**config.mk**
```make
export PLATFORM = sky130hd
export DESIGN_NAME = cbc_camera_back_control
export DESIGN_NICKNAME = d
export VERILOG_FILES = /design/src/cbc_pkg.sv /design/src/cbc_camera_back_control.sv
export SDC_FILE = /design/constraint.sdc
export NUM_CORES = 1
export LEC_CHECK = 0
export BUFFER_PORTS_ARGS = -buffer_cell sky130_fd_sc_hd__clkbuf_2
export CORE_ASPECT_RATIO = 0.7
export CORE_UTILIZATION = 30
export DETAILED_ROUTE_END_ITERATION = 7
export RECOVER_POWER = 50
export SLEW_MARGIN = 20
export SYNTH_ARGS = -nofsm -noshare
export SYNTH_HDL_FRONTEND = slang
export SYNTH_SLANG_ARGS = --single-unit
```
**constraint.sdc**
```tcl
create_clock -name clock -period 3.53 [get_ports clock]
set_input_delay 0.353 -clock clock [delete_from_list [all_inputs] [get_ports clock]]
set_output_delay 0.353 -clock clock [all_outputs]
set_load 0.01 [all_outputs]
```
**src/cbc_pkg.sv**
```systemverilog
// package: constants and types for the camera back control block
package cbc_pkg;

  // type codes returned on camera inquiry
  localparam logic [7:0] TYPE_PACK_FILM = 8'h80;
  localparam logic [7:0] TYPE_35MM      = 8'h81;
  localparam logic [7:0] TYPE_AUTO_FILM = 8'h82;
  localparam logic [7:0] TYPE_4X5       = 8'h83;

  // sense-line patterns presented by each back (one-hot, all zero = none fitted)
  localparam logic [3:0] SENSE_NONE      = 4'h0;
  localparam logic [3:0] SENSE_PACK_FILM = 4'h1;
  localparam logic [3:0] SENSE_35MM      = 4'h2;
  localparam logic [3:0] SENSE_AUTO_FILM = 4'h4;
  localparam logic [3:0] SENSE_4X5       = 4'h8;

  // text length of each description, padded with spaces
  localparam int unsigned TEXT_LEN = 9;
  localparam logic [3:0] TEXT_LAST = 4'h8;

  // reset values
  localparam logic RESET_DRIVE = 1'b0;

  // film parameter codes carried by the expose command
  typedef enum logic [1:0] {
    cbc_film_pack,
    cbc_film_35mm,
    cbc_film_auto,
    cbc_film_4x5
  } cbc_film_type;

  // expose request from the host command path
  typedef struct packed {
    logic         start;
    cbc_film_type film;
  } cbc_expose_type;

  // byte stream toward the host
  typedef struct packed {
    logic       valid;
    logic       last;
    logic [7:0] data;
  } cbc_reply_type;

endpackage

```
**src/cbc_camera_back_control.sv**
```systemverilog
// module: camera back identification, inquiry reply and shutter/advance control
//
// What this block does
// [RULE1] An inquiry returns one type-code byte followed by the text naming the fitted back.
// [RULE2] Type codes are 80h pack film, 81h 35mm, 82h auto film and 83h 4 x 5.
// [RULE3] With no back fitted the inquiry reports the pack-film code and text.
// [RULE4] The back presents its type on four sense lines, which are decoded through a selector.
// [RULE5] At exposure start the shutter/advance drive is asserted, opening the shutter.
// [RULE6] When the exposure completes the drive is released, closing the shutter.
// [RULE7] An exposure whose film parameter does not suit the fitted back is refused.
// [RULE8] On shutter close a motorized back winds on by itself; others eject the frame.
module cbc_camera_back_control
  import cbc_pkg::*;
(
  // clock and reset
  input  wire logic           clock,
  input  wire logic           rst,
  // camera back pins
  input  wire logic [3:0]     camera_back_type_lines,
  output logic                shutter_advance_drive,
  // inquiry request and reply stream
  input  wire logic           inquire,
  input  wire logic           reply_ready,
  output cbc_reply_type       reply,
  // exposure control
  input  wire cbc_expose_type expose,
  input  wire logic           expose_done,
  output logic                expose_busy,
  output logic                expose_refused
);

  // reply sequencer states
  typedef enum logic [1:0] {
    cbc_idle,
    cbc_code,
    cbc_text
  } cbc_reply_state_type;

  // sense pattern of each back, indexed by film code
  localparam logic [3:0] SENSE_TABLE [4] = '{
    SENSE_PACK_FILM,
    SENSE_35MM,
    SENSE_AUTO_FILM,
    SENSE_4X5
  };

  cbc_reply_state_type   state;
  cbc_reply_state_type   next_state;
  logic [3:0]            sense_match;
  cbc_film_type          fitted;
  cbc_film_type          held_back;
  logic [7:0]            type_code;
  logic [8*TEXT_LEN-1:0] text;
  logic [3:0]            text_index;
  logic [7:0]            next_byte;
  logic                  inquiry_take;
  logic                  reply_accept;
  logic                  reply_final;
  logic                  expose_take;
  logic                  film_match;

  // one comparator per back on the sense lines
  for (genvar b = 0; b < 4; b++) begin : g_sense
    assign sense_match[b] = (camera_back_type_lines == SENSE_TABLE[b]); // RULE4
  end

  // selector: unknown or absent pattern reads as pack film
  always_comb begin
    if (sense_match[1]) begin
      fitted = cbc_film_35mm; // RULE4
    end else if (sense_match[2]) begin
      fitted = cbc_film_auto;
    end else if (sense_match[3]) begin
      fitted = cbc_film_4x5;
    end else begin
      fitted = cbc_film_pack; // RULE3
    end
  end

  // back frozen at inquiry so code and text describe one back
  always_ff @(posedge clock) begin
    if (rst) begin
      held_back <= cbc_film_pack;
    end else if (inquiry_take) begin
      held_back <= fitted;
    end
  end

  // type code of the back seen at the inquiry edge
  always_comb begin
    case (fitted)
      cbc_film_35mm: begin
        type_code = TYPE_35MM; // RULE2
      end
      cbc_film_auto: begin
        type_code = TYPE_AUTO_FILM; // RULE2
      end
      cbc_film_4x5: begin
        type_code = TYPE_4X5; // RULE2
      end
      cbc_film_pack: begin
        type_code = TYPE_PACK_FILM; // RULE2
      end
      default: begin
        type_code = TYPE_PACK_FILM; // RULE3
      end
    endcase
  end

  // description text of the frozen back, space padded
  always_comb begin
    case (held_back)
      cbc_film_35mm: begin
        text = "35mm     ";
      end
      cbc_film_auto: begin
        text = "Auto Film";
      end
      cbc_film_4x5: begin
        text = "4 x 5    ";
      end
      cbc_film_pack: begin
        text = "Pack Film";
      end
      default: begin
        text = "Pack Film";
      end
    endcase
  end

  // text byte selected by index, first character first
  always_comb begin
    next_byte = 8'h00;
    for (int i = 0; i < TEXT_LEN; i++) begin
      if (text_index == 4'(i)) begin
        next_byte = text[8*(TEXT_LEN-1-i) +: 8];
      end
    end
  end

  // handshake qualifiers
  assign inquiry_take = (state == cbc_idle) && inquire;
  assign reply_accept = reply.valid && reply_ready;
  assign reply_final  = reply_accept && reply.last;
  assign expose_take  = expose.start && !expose_busy;
  assign film_match   = (expose.film == fitted);

  // reply sequencer next state
  always_comb begin
    next_state = state;
    case (state)
      cbc_idle: begin
        if (inquiry_take) begin
          next_state = cbc_code;
        end
      end
      cbc_code: begin
        if (reply_accept) begin
          next_state = cbc_text;
        end
      end
      cbc_text: begin
        if (reply_final) begin
          next_state = cbc_idle;
        end
      end
      default: begin
        next_state = cbc_idle;
      end
    endcase
  end

  // reply sequencer state
  always_ff @(posedge clock) begin
    if (rst) begin
      state <= cbc_idle;
    end else begin
      state <= next_state;
    end
  end

  // text position
  always_ff @(posedge clock) begin
    if (rst) begin
      text_index <= 4'h0;
    end else if (inquiry_take) begin
      text_index <= 4'h0;
    end else if (reply_accept && !reply.last) begin
      text_index <= text_index + 4'h1;
    end
  end

  // reply byte stream: code first, then text, last flag on final text byte
  always_ff @(posedge clock) begin
    if (rst) begin
      reply <= '0;
    end else if (inquiry_take) begin
      reply.valid <= 1'b1; // RULE1
      reply.last  <= 1'b0;
      reply.data  <= type_code; // RULE2
    end else if (reply_final) begin
      reply <= '0;
    end else if (reply_accept) begin
      reply.valid <= 1'b1; // RULE1
      reply.last  <= (text_index == TEXT_LAST);
      reply.data  <= next_byte;
    end
  end

  // drive: open on an accepted start, release when the host ends the exposure
  always_ff @(posedge clock) begin
    if (rst) begin
      shutter_advance_drive <= RESET_DRIVE;
    end else if (expose_busy && expose_done) begin
      shutter_advance_drive <= 1'b0; // RULE6 RULE8
    end else if (expose_take && film_match) begin
      shutter_advance_drive <= 1'b1; // RULE5
    end
  end

  // busy follows the drive
  always_ff @(posedge clock) begin
    if (rst) begin
      expose_busy <= 1'b0;
    end else if (expose_busy && expose_done) begin
      expose_busy <= 1'b0; // RULE6
    end else if (expose_take && film_match) begin
      expose_busy <= 1'b1; // RULE5
    end
  end

  // one-cycle refusal on film mismatch
  always_ff @(posedge clock) begin
    if (rst) begin
      expose_refused <= 1'b0;
    end else begin
      expose_refused <= expose_take && !film_match; // RULE7
    end
  end

endmodule

```
== Word level (Yosys, flattened, before mapping) ==
Cells that the tools add are included.

* Output and inout bits: 13
* Register bits after elaboration: 20

* Eq/ne operators: 23
* Reduce and logical (&&, ||, !) cells: 20
* Muxes and demuxes: 21
* Add/sub/neg operators: 1

{| class="wikitable"
|+ Operators with widths
! kind !! count
|-
| 72-bit case mux with 4 select lines || 1
|-
| 8-bit 2-to-1 mux || 9
|-
| 8-bit case mux with 4 select lines || 1
|-
| 10-bit 2-to-1 mux || 3
|-
| 4-bit by 3-bit == test with 1-bit output (second input constant) || 5
|-
| 4-bit by 2-bit == test with 1-bit output (second input constant) || 3
|-
| 2-bit 2-to-1 mux || 6
|-
| 2-bit == test (second input constant) || 5
|-
| 4-bit == test (second input constant) || 2
|-
| 1-bit logical AND || 8
|-
| 2-bit by 1-bit == test with 1-bit output (second input constant) || 3
|-
| 2-bit logical NOT || 3
|-
| 2-bit inequality test (second input constant) || 3
|-
| 2-bit case mux with 3 select lines || 1
|-
| 4-bit by 1-bit adder with 4-bit output (second input constant) || 1
|-
| 4-bit by 1-bit == test with 1-bit output (second input constant) || 1
|-
| 4-bit logical NOT || 1
|-
| 2-bit OR reduction || 2
|-
| 1-bit logical NOT || 3
|-
| 3-bit AND reduction || 1
|-
| 3-bit nonzero test || 1
|-
| 3-bit OR reduction || 1
|-
| 2-bit == test || 1
|}

== Logic depth before layout (Yosys ltp) ==
Gate-level depths: netlist of run 1.

* Depth after elaboration: 14
* Gate-level depth with buffers: 8
* Depth with buffers taken out: 7

== Least setup slack after synthesis of run 1 ==
Ideal clock, no wire load.

* Path type: reg2reg
* From: register text_index[0]
* To: register reply[0] in the netlist's numbering
* Stages on the path, launching flop included: 8
* Setup slack: 1,830 ps
* Arrival time: 1,582 ps
* Cell sequence: dfxtp_1 > inv_1 > ha_1 > nor2b_1 > a2111oi_0 > o21ai_0 > a211oi_2 > nor2_1

* Longest elaborated chain between the ends: 13
* Elaborated cells between the ends (all ways): 21

{| class="wikitable"
|+ RTL lines
! element !! RTL line !! text
|-
| from (decl) || cbc_camera_back_control.sv:54 || <nowiki>logic [3:0] text_index;</nowiki>
|-
| from (signal assigned) || cbc_camera_back_control.sv:189 || <nowiki>text_index <= text_index + 4'h1;</nowiki>
|-
| 4-bit logical NOT || cbc_camera_back_control.sv:135 || <nowiki>if (text_index == 4'(i)) begin</nowiki>
|-
| 8-bit 2-to-1 mux (8 in a row) || cbc_camera_back_control.sv:135 ||
|-
| 8-bit 2-to-1 mux * || cbc_camera_back_control.sv:135 ||
|-
| 10-bit 2-to-1 mux * || cbc_camera_back_control.sv:203 || <nowiki>end else if (reply_accept) begin</nowiki>
|-
| 10-bit 2-to-1 mux * || cbc_camera_back_control.sv:201 || <nowiki>end else if (reply_final) begin</nowiki>
|-
| 10-bit 2-to-1 mux * || cbc_camera_back_control.sv:197 || <nowiki>end else if (inquiry_take) begin</nowiki>
|-
| to (decl) || cbc_camera_back_control.sv:24 || <nowiki>output cbc_reply_type reply,</nowiki>
|}

Mark *: on every way between the ends. The rest lies on a longest branch, timed or not. The select of a mux whose other input is x is not followed.
A chain may end at the register's enable or synchronous reset.

== Final worst setup path of run 1 ==
Ends and elaborated chain as after synthesis.

==> results.json, run 1 <==
{
  "fin_skew_ns": 0.00814,
  "routed_wirelength_um": 3070,
  "cp_data_arrival_time_ns": 2.15,
  "synth_top_family_by_area": "compound AO/OA/AOI/OAI gates",
  "synthSimpleGateAreaFrac_pct": 22.7,
  "die_h_um": 58.7,
  "numCtsBuffers": 3,
  "netlist_area_um2": 1380,
  "setup_ws_ns": 1.53,
  "synth.top_cell.area_share_pct": 29.1,
  "firstDrtPassIters": 4,
  "place_hpwl_um": 2370,
  "nets": 211,
  "synthAdderAreaFrac_pct": 9.08,
  "htreeDepth": 1,
  "fin_crit_ns": 2.00,
  "avgSynthCellArea_um2": 8.15,
  "fin_crit_sh_pct": 56.7,
  "clk_pin_slew_ns": 0.08,
  "fin_tns_setup_ns": 0,
  "numPortBuffers": 24,
  "r2r-start": "text_index[0]$_SDFFE_PP0P_",
  "peakVddDrop_mv": 0.207,
  "synth-seq-cells": 20,
  "timing.rr.end": "reply[0]$_SDFFE_PP0P_",
  "syn_nets": 191,
  "r2r_slack_ns": 1.53,
  "cp-start-kind": "register",
  "dp_slack_ns": 1.58,
  "status": "complete, no violations",
  "min_to": "expose_busy$_SDFFE_PP0P_",
  "post_cts_buffers": 0,
  "clockRootBuffer": "clkbuf_8",
  "route.detailed.drc": 0,
  "antenna_found_initial": 0,
  "grt_start_max_net_pins": 18,
  "synth_edf_count": 0,
  "ys.flop_type": "dfxtp_1",
  "reg2reg_depth": 7,
  "synth_compound_area_share_pct": 27.2,
  "synth.area.mux_share_pct": 0,
  "via_per_inst": 5.07,
  "slew-limit-headroom_pct": 53.2,
  "grt_pass1_vias": 1037,
  "power_uw": 548,
  "setup_viol": 0,
  "yosys_warnings": 0,
  "endpoint_kind": "register",
  "leakagePower_nw": 0.552,
  "die_area_um2": 4870,
  "track_usage_pct": 12.8,
  "crit_type": "reg -> reg",
  "tightest_slew_ns": 0.702,
  "netlist_instances": 169,
  "async_reset_ff_share_pct": 0,
  "grt_pass1_wl_um": 5040,
  "row_count": 20,
  "die_w_um": 83.0,
  "diodes": 0,
  "ys_top_cells_by_area": "dfxtp_1 (29%), ha_1 (9.1%), nand2_1 (5.7%)",
  "synth_top_area_cell": "dfxtp_1",
  "fin_area_um2": 1550,
  "clk_latency_ns": 0.26,
  "slew_violations": 0,
  "min_from": "expose_done",
  "hold_path.class": "in -> reg",
  "gp_congestion": 0.895,
  "clk_path_buf_depth": 2,
  "maxCapViolations": 0,
  "hold_viol_final": 0,
  "whs_path_depth": 2,
  "max_freq_mhz": 500,
  "coreArea_um2": 4380,
  "synth-seq-area-share_pct": 29.1,
  "postCtsResizedCells": 0,
  "wire_per_inst_um": 12.6,
  "boundaryPins": 25,
  "cts_sinks": 20,
  "syn2layout_area_growth_pct": 12.6,
  "start_util_pct": 31.5,
  "yosysUniqueCellTypes": 48,
  "cts_tree": "built",
  "powerDensity_nw_per_um2": 353,
  "drtIter0Drc": 136,
  "rsz0062_at_grt": "false",
  "dpl_cell_area_um2": 1500,
  "hold_slack_ns": 0.283,
  "ant_nets": 0,
  "globalRouteOverflowTotal": 0,
  "final_layout_size_suffix_gt1_share_pct": 13.3,
  "num_vias": 1232,
  "synth-xor-area-share_pct": 4.45,
  "ctsHoldBuffers": 0,
  "cp_max_fo": 8,
  "cp.required_ns": 3.68
}
[state kept, by name, summed over array words and instances (netlist names)]
| signal | count |
|---|---|
| reply | 10 |
| text_index | 4 |
| held_back | 2 |
| state | 2 |
| expose_busy | 1 |
| expose_refused | 1 |
[how the worst max path moves through the flow]
stage / startpoint / end / slack, ns / depth (start not counted)
after CTS: text_index[0]$_SDFFE_PP0P_ / reply[0]$_SDFFE_PP0P_ / 1.54 / 7
after global placement: text_index[0]$_SDFFE_PP0P_ / reply[0]$_SDFFE_PP0P_ / 1.62 / 7
after global routing: state[1]$_SDFFE_PP0P_ / reply[0]$_SDFFE_PP0P_ / 1.36 / 6
after detailed placement: text_index[0]$_SDFFE_PP0P_ / reply[0]$_SDFFE_PP0P_ / 1.58 / 7
final: text_index[0]$_SDFFE_PP0P_ / reply[0]$_SDFFE_PP0P_ / 1.53 / 7
after floorplan: text_index[0]$_SDFFE_PP0P_ / reply[0]$_SDFFE_PP0P_ / 1.83 / 7
[cell usage after synthesis, types with 2 or more instances]
cell type / n
o21ai_1: 4
nor2b_1: 3
o32ai_1: 2
nand2_1: 21
ha_1: 10
o211ai_1: 2
nor3_1: 5
nand2b_1: 2
a21oi_1: 14
buf_2: 4
a211o_1: 2
buf_6: 4
a2111oi_0: 2
nand3_1: 2
o21ai_0: 11
inv_1: 6
xnor2_1: 5
o31ai_1: 2
nor2_1: 19
xor2_1: 2
dfxtp_1: 20
[per-layer routing]
layer  share of wire [%]  vias up  GRT usage (%)
met5                   0        -              0
met4                   0        0              0
met3                 6.2        0           3.51
met2                  39       28           18.0
met1                  55      562           20.1
li1                    -      642              -
[metrics by stage]
stage          std cells  utilization (%)
2_1_floorplan        169                -
4_1_cts              243             35.8
3_5_place_dp         239             34.2
3_3_place_gp         239             34.2
6_report             243             35.4
5_1_grt              243             35.4
[where the power goes]
| group | switching (mW) | internal (mW) | total, mW |
|---|---|---|---|
| Combinational | 0.0491 | 0.0310 | 0.0801 |
| Clock | 0.0770 | 0.151 | 0.228 |
| Sequential | 0.00638 | 0.233 | 0.240 |
| Total | 0.133 | 0.416 | 0.548 |
[cells by family after synthesis]
family,after synthesis
compound gates,54
xor+xnor,7
fa+ha+maj,10
buf+inv,17
flops,20
simple gates,61
[worst max-delay path, cell delays in order, from the launching register on]
cell and delay, ns:
dfxtp_1 0.41, inv_1 0.09, ha_1 0.32, nor2b_1 0.18
a2111oi_0 0.43, o21ai_0 0.18, a211oi_2 0.21, nor2_1 0.07
[layout make-up]
cell class | instances | area, um^2
clock inverters | 1 | 30.0
flip-flops and latches | 20 | 400
inverters | 7 | 26.3
well taps | 55 | 68.8
multi-input cells | 132 | 875
clock buffers | 3 | 41.3
fillers | 468 | 2830
repair buffers | 25 | 110
[placed cells by master (no fill, tap or decap), types with 2 or more instances in the layout]
master,instances
dfxtp_1,20
o32ai_1,2
o21ai_0,11
inv_1,6
a2111oi_0,2
a21oi_1,14
nand3_1,2
nand2b_1,2
o31ai_1,2
nor2b_1,3
ha_1,10
clkbuf_8,3
xor2_1,2
nand2_1,21
clkbuf_1,12
clkbuf_2,13
o21ai_1,4
a211o_1,2
nor2_1,19
xnor2_1,5
o211ai_1,2
nor3_1,5
No activity file was read; power rests on OpenSTA's default activity.
==> run 2: changes to the inputs <==
==> constraint.sdc (replaced) <==
create_clock -name clock -period 1.82 [get_ports clock]
set_input_delay 0.182 -clock clock [delete_from_list [all_inputs] [get_ports clock]]
set_output_delay 0.182 -clock clock [all_outputs]
set_load 0.01 [all_outputs]
==> run 2 against run 1 <==
  * First-iteration DRC count decreased by 26%
  * Non-clock buffer count increased by 14
  * Final area increased by 9.8%
  * Critical path type unchanged
  * Highest routed layer unchanged
  * Sequential share of layout area decreased by 2.1 points
  * Via count increased by 6.4%
  * Maximum frequency increased by 13%
  * Wire length increased by 16%
  * Register-to-register slack got worse by 1.5 ns
  * Power increased by 100%
  * Worst hold slack got worse by 0.18 ns
==> results.json, run 2 (synthesis gave the netlist of run 1 again) <==
{
  "fin_area_um2": 1700,
  "status": "complete, no violations",
  "slew-limit-headroom_pct": 70.1,
  "cp-start-kind": "register",
  "clockRootBuffer": "clkbuf_8",
  "power_frac_clock_pct": 41.6,
  "die_w_um": 83.0,
  "power_frac_comb_pct": 16.5,
  "most-common-layout-cells": "nand2_1 (21), nor2_1 (19), dfxtp_1 (18), buf_4 (14)",
  "numCtsBuffers": 3,
  "die_h_um": 58.7,
  "endpoint_kind": "register",
  "post_cts_buffers": 0,
  "fin_tns_setup_ns": 0,
  "track_usage_pct": 14.3,
  "clk_latency_ns": 0.26,
  "cts_tree": "built",
  "peakVddDrop_mv": 0.342,
  "routed_wirelength_um": 3560,
  "hold_path.class": "in -> reg",
  "met1_length_um": 1850,
  "firstDrtPassIters": 4,
  "regMostFlops": "reply",
  "p_int_uw": 824,
  "maxCapViolations": 0,
  "gp_congestion": 0.864,
  "fin_skew_ns": 0.00302,
  "cp.required_ns": 1.98,
  "boundaryPins": 25,
  "route.met3.wl_um": 271,
  "final_cells": 257,
  "diodes": 0,
  "coreArea_um2": 4380,
  "dpl_cell_area_um2": 1600,
  "dp.cells": 253,
  "multi_input_area_um2": 920,
  "drtIter0Drc": 101,
  "ant_nets": 0,
  "cp_max_fo": 7,
  "die_area_um2": 4870,
  "seqPwrFrac_pct": 42.0,
  "grt_start_max_net_pins": 14,
  "row_count": 20,
  "globalRouteOverflowTotal": 0,
  "cp_data_arrival_time_ns": 1.93,
  "largest_reg_flops": 10,
  "crit_type": "reg -> reg",
  "route.detailed.drc": 0,
  "wire_per_inst_um": 13.8,
  "via_per_inst": 5.10,
  "p_switching_uw": 284,
  "leakagePower_nw": 0.624,
  "dr_wl_met2_um": 1440,
  "final_layout_size_suffix_gt1_share_pct": 24.8,
  "grt_pass1_wl_um": 5580,
  "tightest_slew_ns": 0.437,
  "start_util_pct": 31.5,
  "nets": 225,
  "htreeDepth": 1,
  "antenna_found_initial": 0,
  "clk_pin_slew_ns": 0.08,
  "hold_viol_final": 0,
  "cts_sinks": 20,
  "num_vias": 1311,
  "slew_violations": 0,
  "fin_crit_ns": 1.77,
  "syn2layout_area_growth_pct": 23.6,
  "swShare_pct": 25.6,
  "regArea_um2": 403,
  "clk_path_buf_depth": 2,
  "max_freq_mhz": 565,
  "setup_viol": 0,
  "fin_crit_sh_pct": 97.2,
  "top_layer_used": "met3",
  "rsz0062_at_grt": "true",
  "nFillCells": 450,
  "r2r_slack_ns": 0.05,
  "powerDensity_nw_per_um2": 651,
  "numPortBuffers": 24,
  "grt_pass1_vias": 1170,
  "layout_commonest_cell": "nand2_1",
  "place_hpwl_um": 2620,
  "top_regs": "reply x10, text_index x4"
}
==> run 2: cell count changes in the layout (fill, tap and decap cells not counted), sizes merged <==
cell / before / now
buf: 0 / 14
==> run 2: final cells by class <==
| class | count | share of cell area (%) |
|---|---|---|
| Multi-Input combinational cell | 132 | 54.0 |
| Sequential cell | 20 | 23.7 |
| Timing Repair Buffer | 39 | 12.6 |
| Tap cell | 55 | 4.04 |
| Clock buffer | 3 | 2.42 |
| Clock inverter | 1 | 1.76 |
| Inverter | 7 | 1.54 |
==> run 2: routing by layer <==
layer | GRT usage, % | vias to the layer above
met3 | 3.93 | 0
met1 | 22.0 | 600
met2 | 20.8 | 45
met5 | 0 | -
met4 | 0 | 0
li1 | - | 666
==> run 2: worst paths after layout <==
kind	startpoint	to	cells past startpoint
worst min register to register	reply[2]$_SDFFE_PP0P_	reply[2]$_SDFFE_PP0P_	2
worst max register to register	text_index[0]$_SDFFE_PP0P_	reply[2]$_SDFFE_PP0P_	7
worst max-delay path	text_index[0]$_SDFFE_PP0P_	reply[2]$_SDFFE_PP0P_	7
worst min-delay path	expose_done	expose_busy$_SDFFE_PP0P_	2
==> run 2: worst max-delay path, stage by stage, from the launching register on <==
cell	delay, ns
dfxtp_1	0.40
inv_1	0.09
ha_2	0.25
nor2b_1	0.15
a2111oi_0	0.43
a2111oi_1	0.12
o21ai_1	0.15
a21oi_1	0.08
==> run 2: power groups by stage <==
stage,clock network (mW),registers (mW),logic [mW]
floorplan,0,0.478,0.107
global placement,0,0.474,0.175
detailed placement,0,0.475,0.174
CTS,0.468,0.465,0.176
global route,0.486,0.467,0.203
finish,0.460,0.465,0.183
==> run 2: per-stage QoR <==
step / power (mW) / util [%] / hold slack [ns] / worst slack, ns
5_1_grt: 1.16 / 38.9 / 0.104 / -0.0490
2_1_floorplan: 0.586 / - / 0.286 / 0.120
6_report: 1.11 / 38.9 / 0.0995 / 0.0504
3_3_place_gp: 0.649 / 36.6 / 0.381 / -0.0248
3_5_place_dp: 0.649 / 36.6 / 0.384 / 0.0102
4_1_cts: 1.11 / 38.3 / 0.0997 / 0.00304
==> run 2: what timing repair did <==
| action | in CTS | in global routing |
|---|---|---|
| setup endpoints to repair | 1 | 5 |
| hold endpoints to repair | 0 | 0 |
| pin swaps | 0 | 1 |
| resized for setup | 1 | 15 |
| hold buffers | 0 | 0 |
==> run 3: changes to the inputs <==
--- a/config.mk
+++ b/config.mk
@@ -5,10 +5,14 @@
 export SDC_FILE = /design/constraint.sdc
 export NUM_CORES = 1
 export LEC_CHECK = 0
+export ABC_AREA = 1
 export BUFFER_PORTS_ARGS = -buffer_cell sky130_fd_sc_hd__clkbuf_2
+export CELL_PAD_IN_SITES_DETAIL_PLACEMENT = 1
+export CELL_PAD_IN_SITES_GLOBAL_PLACEMENT = 2
 export CORE_ASPECT_RATIO = 0.7
-export CORE_UTILIZATION = 30
+export CORE_UTILIZATION = 27
 export DETAILED_ROUTE_END_ITERATION = 7
+export PLACE_DENSITY_LB_ADDON = 0.1
 export RECOVER_POWER = 50
 export SLEW_MARGIN = 20
 export SYNTH_ARGS = -nofsm -noshare
==> run 3 against run 2 <==
  * Wire length up 8.1%
  * Power down 9.3%
  * Synthesized cell count up 21%
  * Core utilization down 5.1 points
  * Non-clock buffer count down 13
  * Sequential power about the same
  * Global-route usage up 1.1 points
  * Worst hold slack better by 0.061 ns
  * Sequential share of layout area up 0.69 points
  * Critical path depth unchanged
  * Via count up 6.6%
  * Critical path type unchanged
  * Highest routed layer unchanged
==> results.json, run 3 <==
{
  "status": "complete, no violations",
  "cp-start-kind": "register",
  "firstDrtPassIters": 6,
  "synth_top_area_cell": "dfxtp_1",
  "powerDensity_nw_per_um2": 611,
  "num_vias": 1398,
  "numPortBuffers": 24,
  "hold_slack_ns": 0.160,
  "syn_nets": 226,
  "wire_per_inst_um": 12.8,
  "die_h_um": 61.9,
  "nFillCells": 645,
  "coreArea_um2": 4860,
  "avgSynthCellArea_um2": 6.78,
  "fin_tns_setup_ns": 0,
  "slew-limit-headroom_pct": 71.4,
  "final_layout_size_suffix_gt1_share_pct": 18.6,
  "syn2layout_area_growth_pct": 18.8,
  "netlist_area_um2": 1380,
  "hold_viol_final": 0,
  "die_w_um": 87.6,
  "cp_max_fo": 6,
  "nets": 254,
  "routed_wirelength_um": 3850,
  "numCtsBuffers": 3,
  "synth-seq-area-share_pct": 28.9,
  "setup_viol": 0,
  "top_regs": "reply x10, text_index x4",
  "path_cells": "inv_1, ha_1, nand2_1, nand3_1, o211ai_1, o211ai_1, a21oi_1",
  "top_usage_layer": "met2",
  "regArea_um2": 400,
  "ys.flop_type": "dfxtp_1",
  "layout_commonest_cell": "nand2_1",
  "tightest_slew_ns": 0.428,
  "cp.required_ns": 1.95,
  "dp_slack_ns": 0.115,
  "gp_congestion": 0.824,
  "via_per_inst": 4.66,
  "cp_top_family": "compound AO/OA/AOI/OAI gates",
  "endpoint_kind": "register",
  "multi_input_area_um2": 860,
  "grt_pass1_wl_um": 6330,
  "yosysUniqueCellTypes": 30,
  "most-common-layout-cells": "nand2_1 (46), inv_1 (28), dfxtp_1 (20), a21oi_1 (17), nor2_1 (14)",
  "cpPeakStageDelay_ns": 0.33,
  "cts_tree": "built",
  "post_cts_buffers": 0,
  "die_area_um2": 5420,
  "setup_ws_ns": 0.149,
  "htreeDepth": 1,
  "synth.most_common_cell": "nand2_1",
  "peakVddDrop_mv": 0.231,
  "grt_start_max_net_pins": 17,
  "synth.top_cell.area_share_pct": 28.9,
  "start_util_pct": 28.5,
  "clk_path_buf_depth": 2,
  "synth_edf_count": 0,
  "yosys_warnings": 0,
  "diodes": 0,
  "row_count": 21,
  "rsz0062_at_grt": "false",
  "clockRootBuffer": "clkbuf_8",
  "antenna_found_initial": 0,
  "drtIter0Drc": 49,
  "critPathSlowestCell": "dfxtp_1",
  "maxCapViolations": 0,
  "crit_buf_inv": 1,
  "place_hpwl_um": 3240,
  "globalRouteOverflowTotal": 0,
  "ant_nets": 0,
  "fin_util_pct": 33.8,
  "max_freq_mhz": 599,
  "fin_skew_ns": 0.00274,
  "fin_area_um2": 1640,
  "use_met2_pct": 25.3,
  "netlist_top_cells_count": "nand2_1 (46), inv_1 (28), dfxtp_1 (20)",
  "power_mw": 1.00,
  "route.detailed.drc": 0,
  "grtUsageMet3_pct": 3.70,
  "clk_pin_slew_ns": 0.08,
  "async_reset_ff_share_pct": 0,
  "cp_data_arrival_time_ns": 1.80,
  "fin_crit_sh_pct": 91.8,
  "slew_violations": 0,
  "boundaryPins": 25,
  "cts_sinks": 20,
  "largest_reg_flops": 10,
  "hold_path.class": "in -> reg",
  "regMostFlops": "reply",
  "final_cells": 300,
  "use_met1_pct": 21.2,
  "cp_common_cell": "o211ai_1",
  "netlist_instances": 204,
  "clk_latency_ns": 0.26,
  "synth-seq-cells": 20,
  "dpl_cell_area_um2": 1590,
  "crit_type": "reg -> reg",
  "track_usage_pct": 15.4,
  "fin_crit_ns": 1.67,
  "dp.cells": 296,
  "leakagePower_nw": 0.722,
  "ys_top_cells_by_area": "dfxtp_1 (29%), nand2_1 (12%), ha_1 (9.0%)",
  "grt_pass1_vias": 1355
}
-- run 3: cell count changes after synthesis, sizes merged, moves of 3 or more --
| cell | delta |
|---|---|
| inv | +26 |
| nor2b | -3 |
| nand3 | +11 |
| xnor2 | -5 |
| buf | -8 |
| a21oi | +7 |
| nor3 | -3 |
| nor2 | +5 |
| o21ai | -4 |
| a2111oi | -4 |
| a211oi | -3 |
| nand2 | +29 |
-- run 3: area by class of cell --
class	instances	share of cell area, %
clock buffers	4	3.35
inverters	33	7.53
multi-input cells	148	52.3
flip-flops and latches	20	24.4
well taps	69	5.25
repair buffers	26	7.23
-- run 3: path summary, 6_finish.rpt --
kind	start	end	slack, ns	depth (start not counted)
worst max-delay path	text_index[0]$_SDFFE_PP0P_	reply[1]$_SDFFE_PP0P_	0.15	7
worst min-delay path	expose[2]	expose_refused$_SDFF_PP0_	0.16	3
worst max register to register	text_index[0]$_SDFFE_PP0P_	reply[1]$_SDFFE_PP0P_	0.15	7
worst min register to register	reply[3]$_SDFFE_PP0P_	reply[3]$_SDFFE_PP0P_	0.47	2
-- run 3: kinds of logic after synthesis --
logic type,count (synthesis),share of synthesized area (%)
simple gates,93,31.4
fa+ha+maj,10,9.04
xor+xnor,4,2.53
flops,20,28.9
buf+inv,36,10.0
compound gates,41,18.1
-- run 3: what timing repair did --
item                                   4_1_cts  5_1_grt
resized for setup                            0        3
setup endpoints to repair                    0        2
endpoints found under the hold margin        0        0
hold buffers                                 0        0
-- run 3: worst reg2reg max path, cell delays in order, from the launching register on --
cell and delay (ns):
dfxtp_1 0.33, inv_1 0.14, ha_1 0.27, nand2_1 0.19, nand3_1 0.13, o211ai_1 0.10, o211ai_1 0.26, a21oi_1 0.12
-- run 3: routing by layer --
layer / vias to the layer above / share of wire [%]
met5: - / 0
met4: 0 / 0
met3: 0 / 4.1
met2: 25 / 46
met1: 663 / 50
li1: 710 / -
-- run 3: where the power goes --
group	internal [mW]	switching (mW)
sequential	0.455	0.0114
combinational	0.0689	0.128
clock	0.193	0.148
total	0.717	0.288
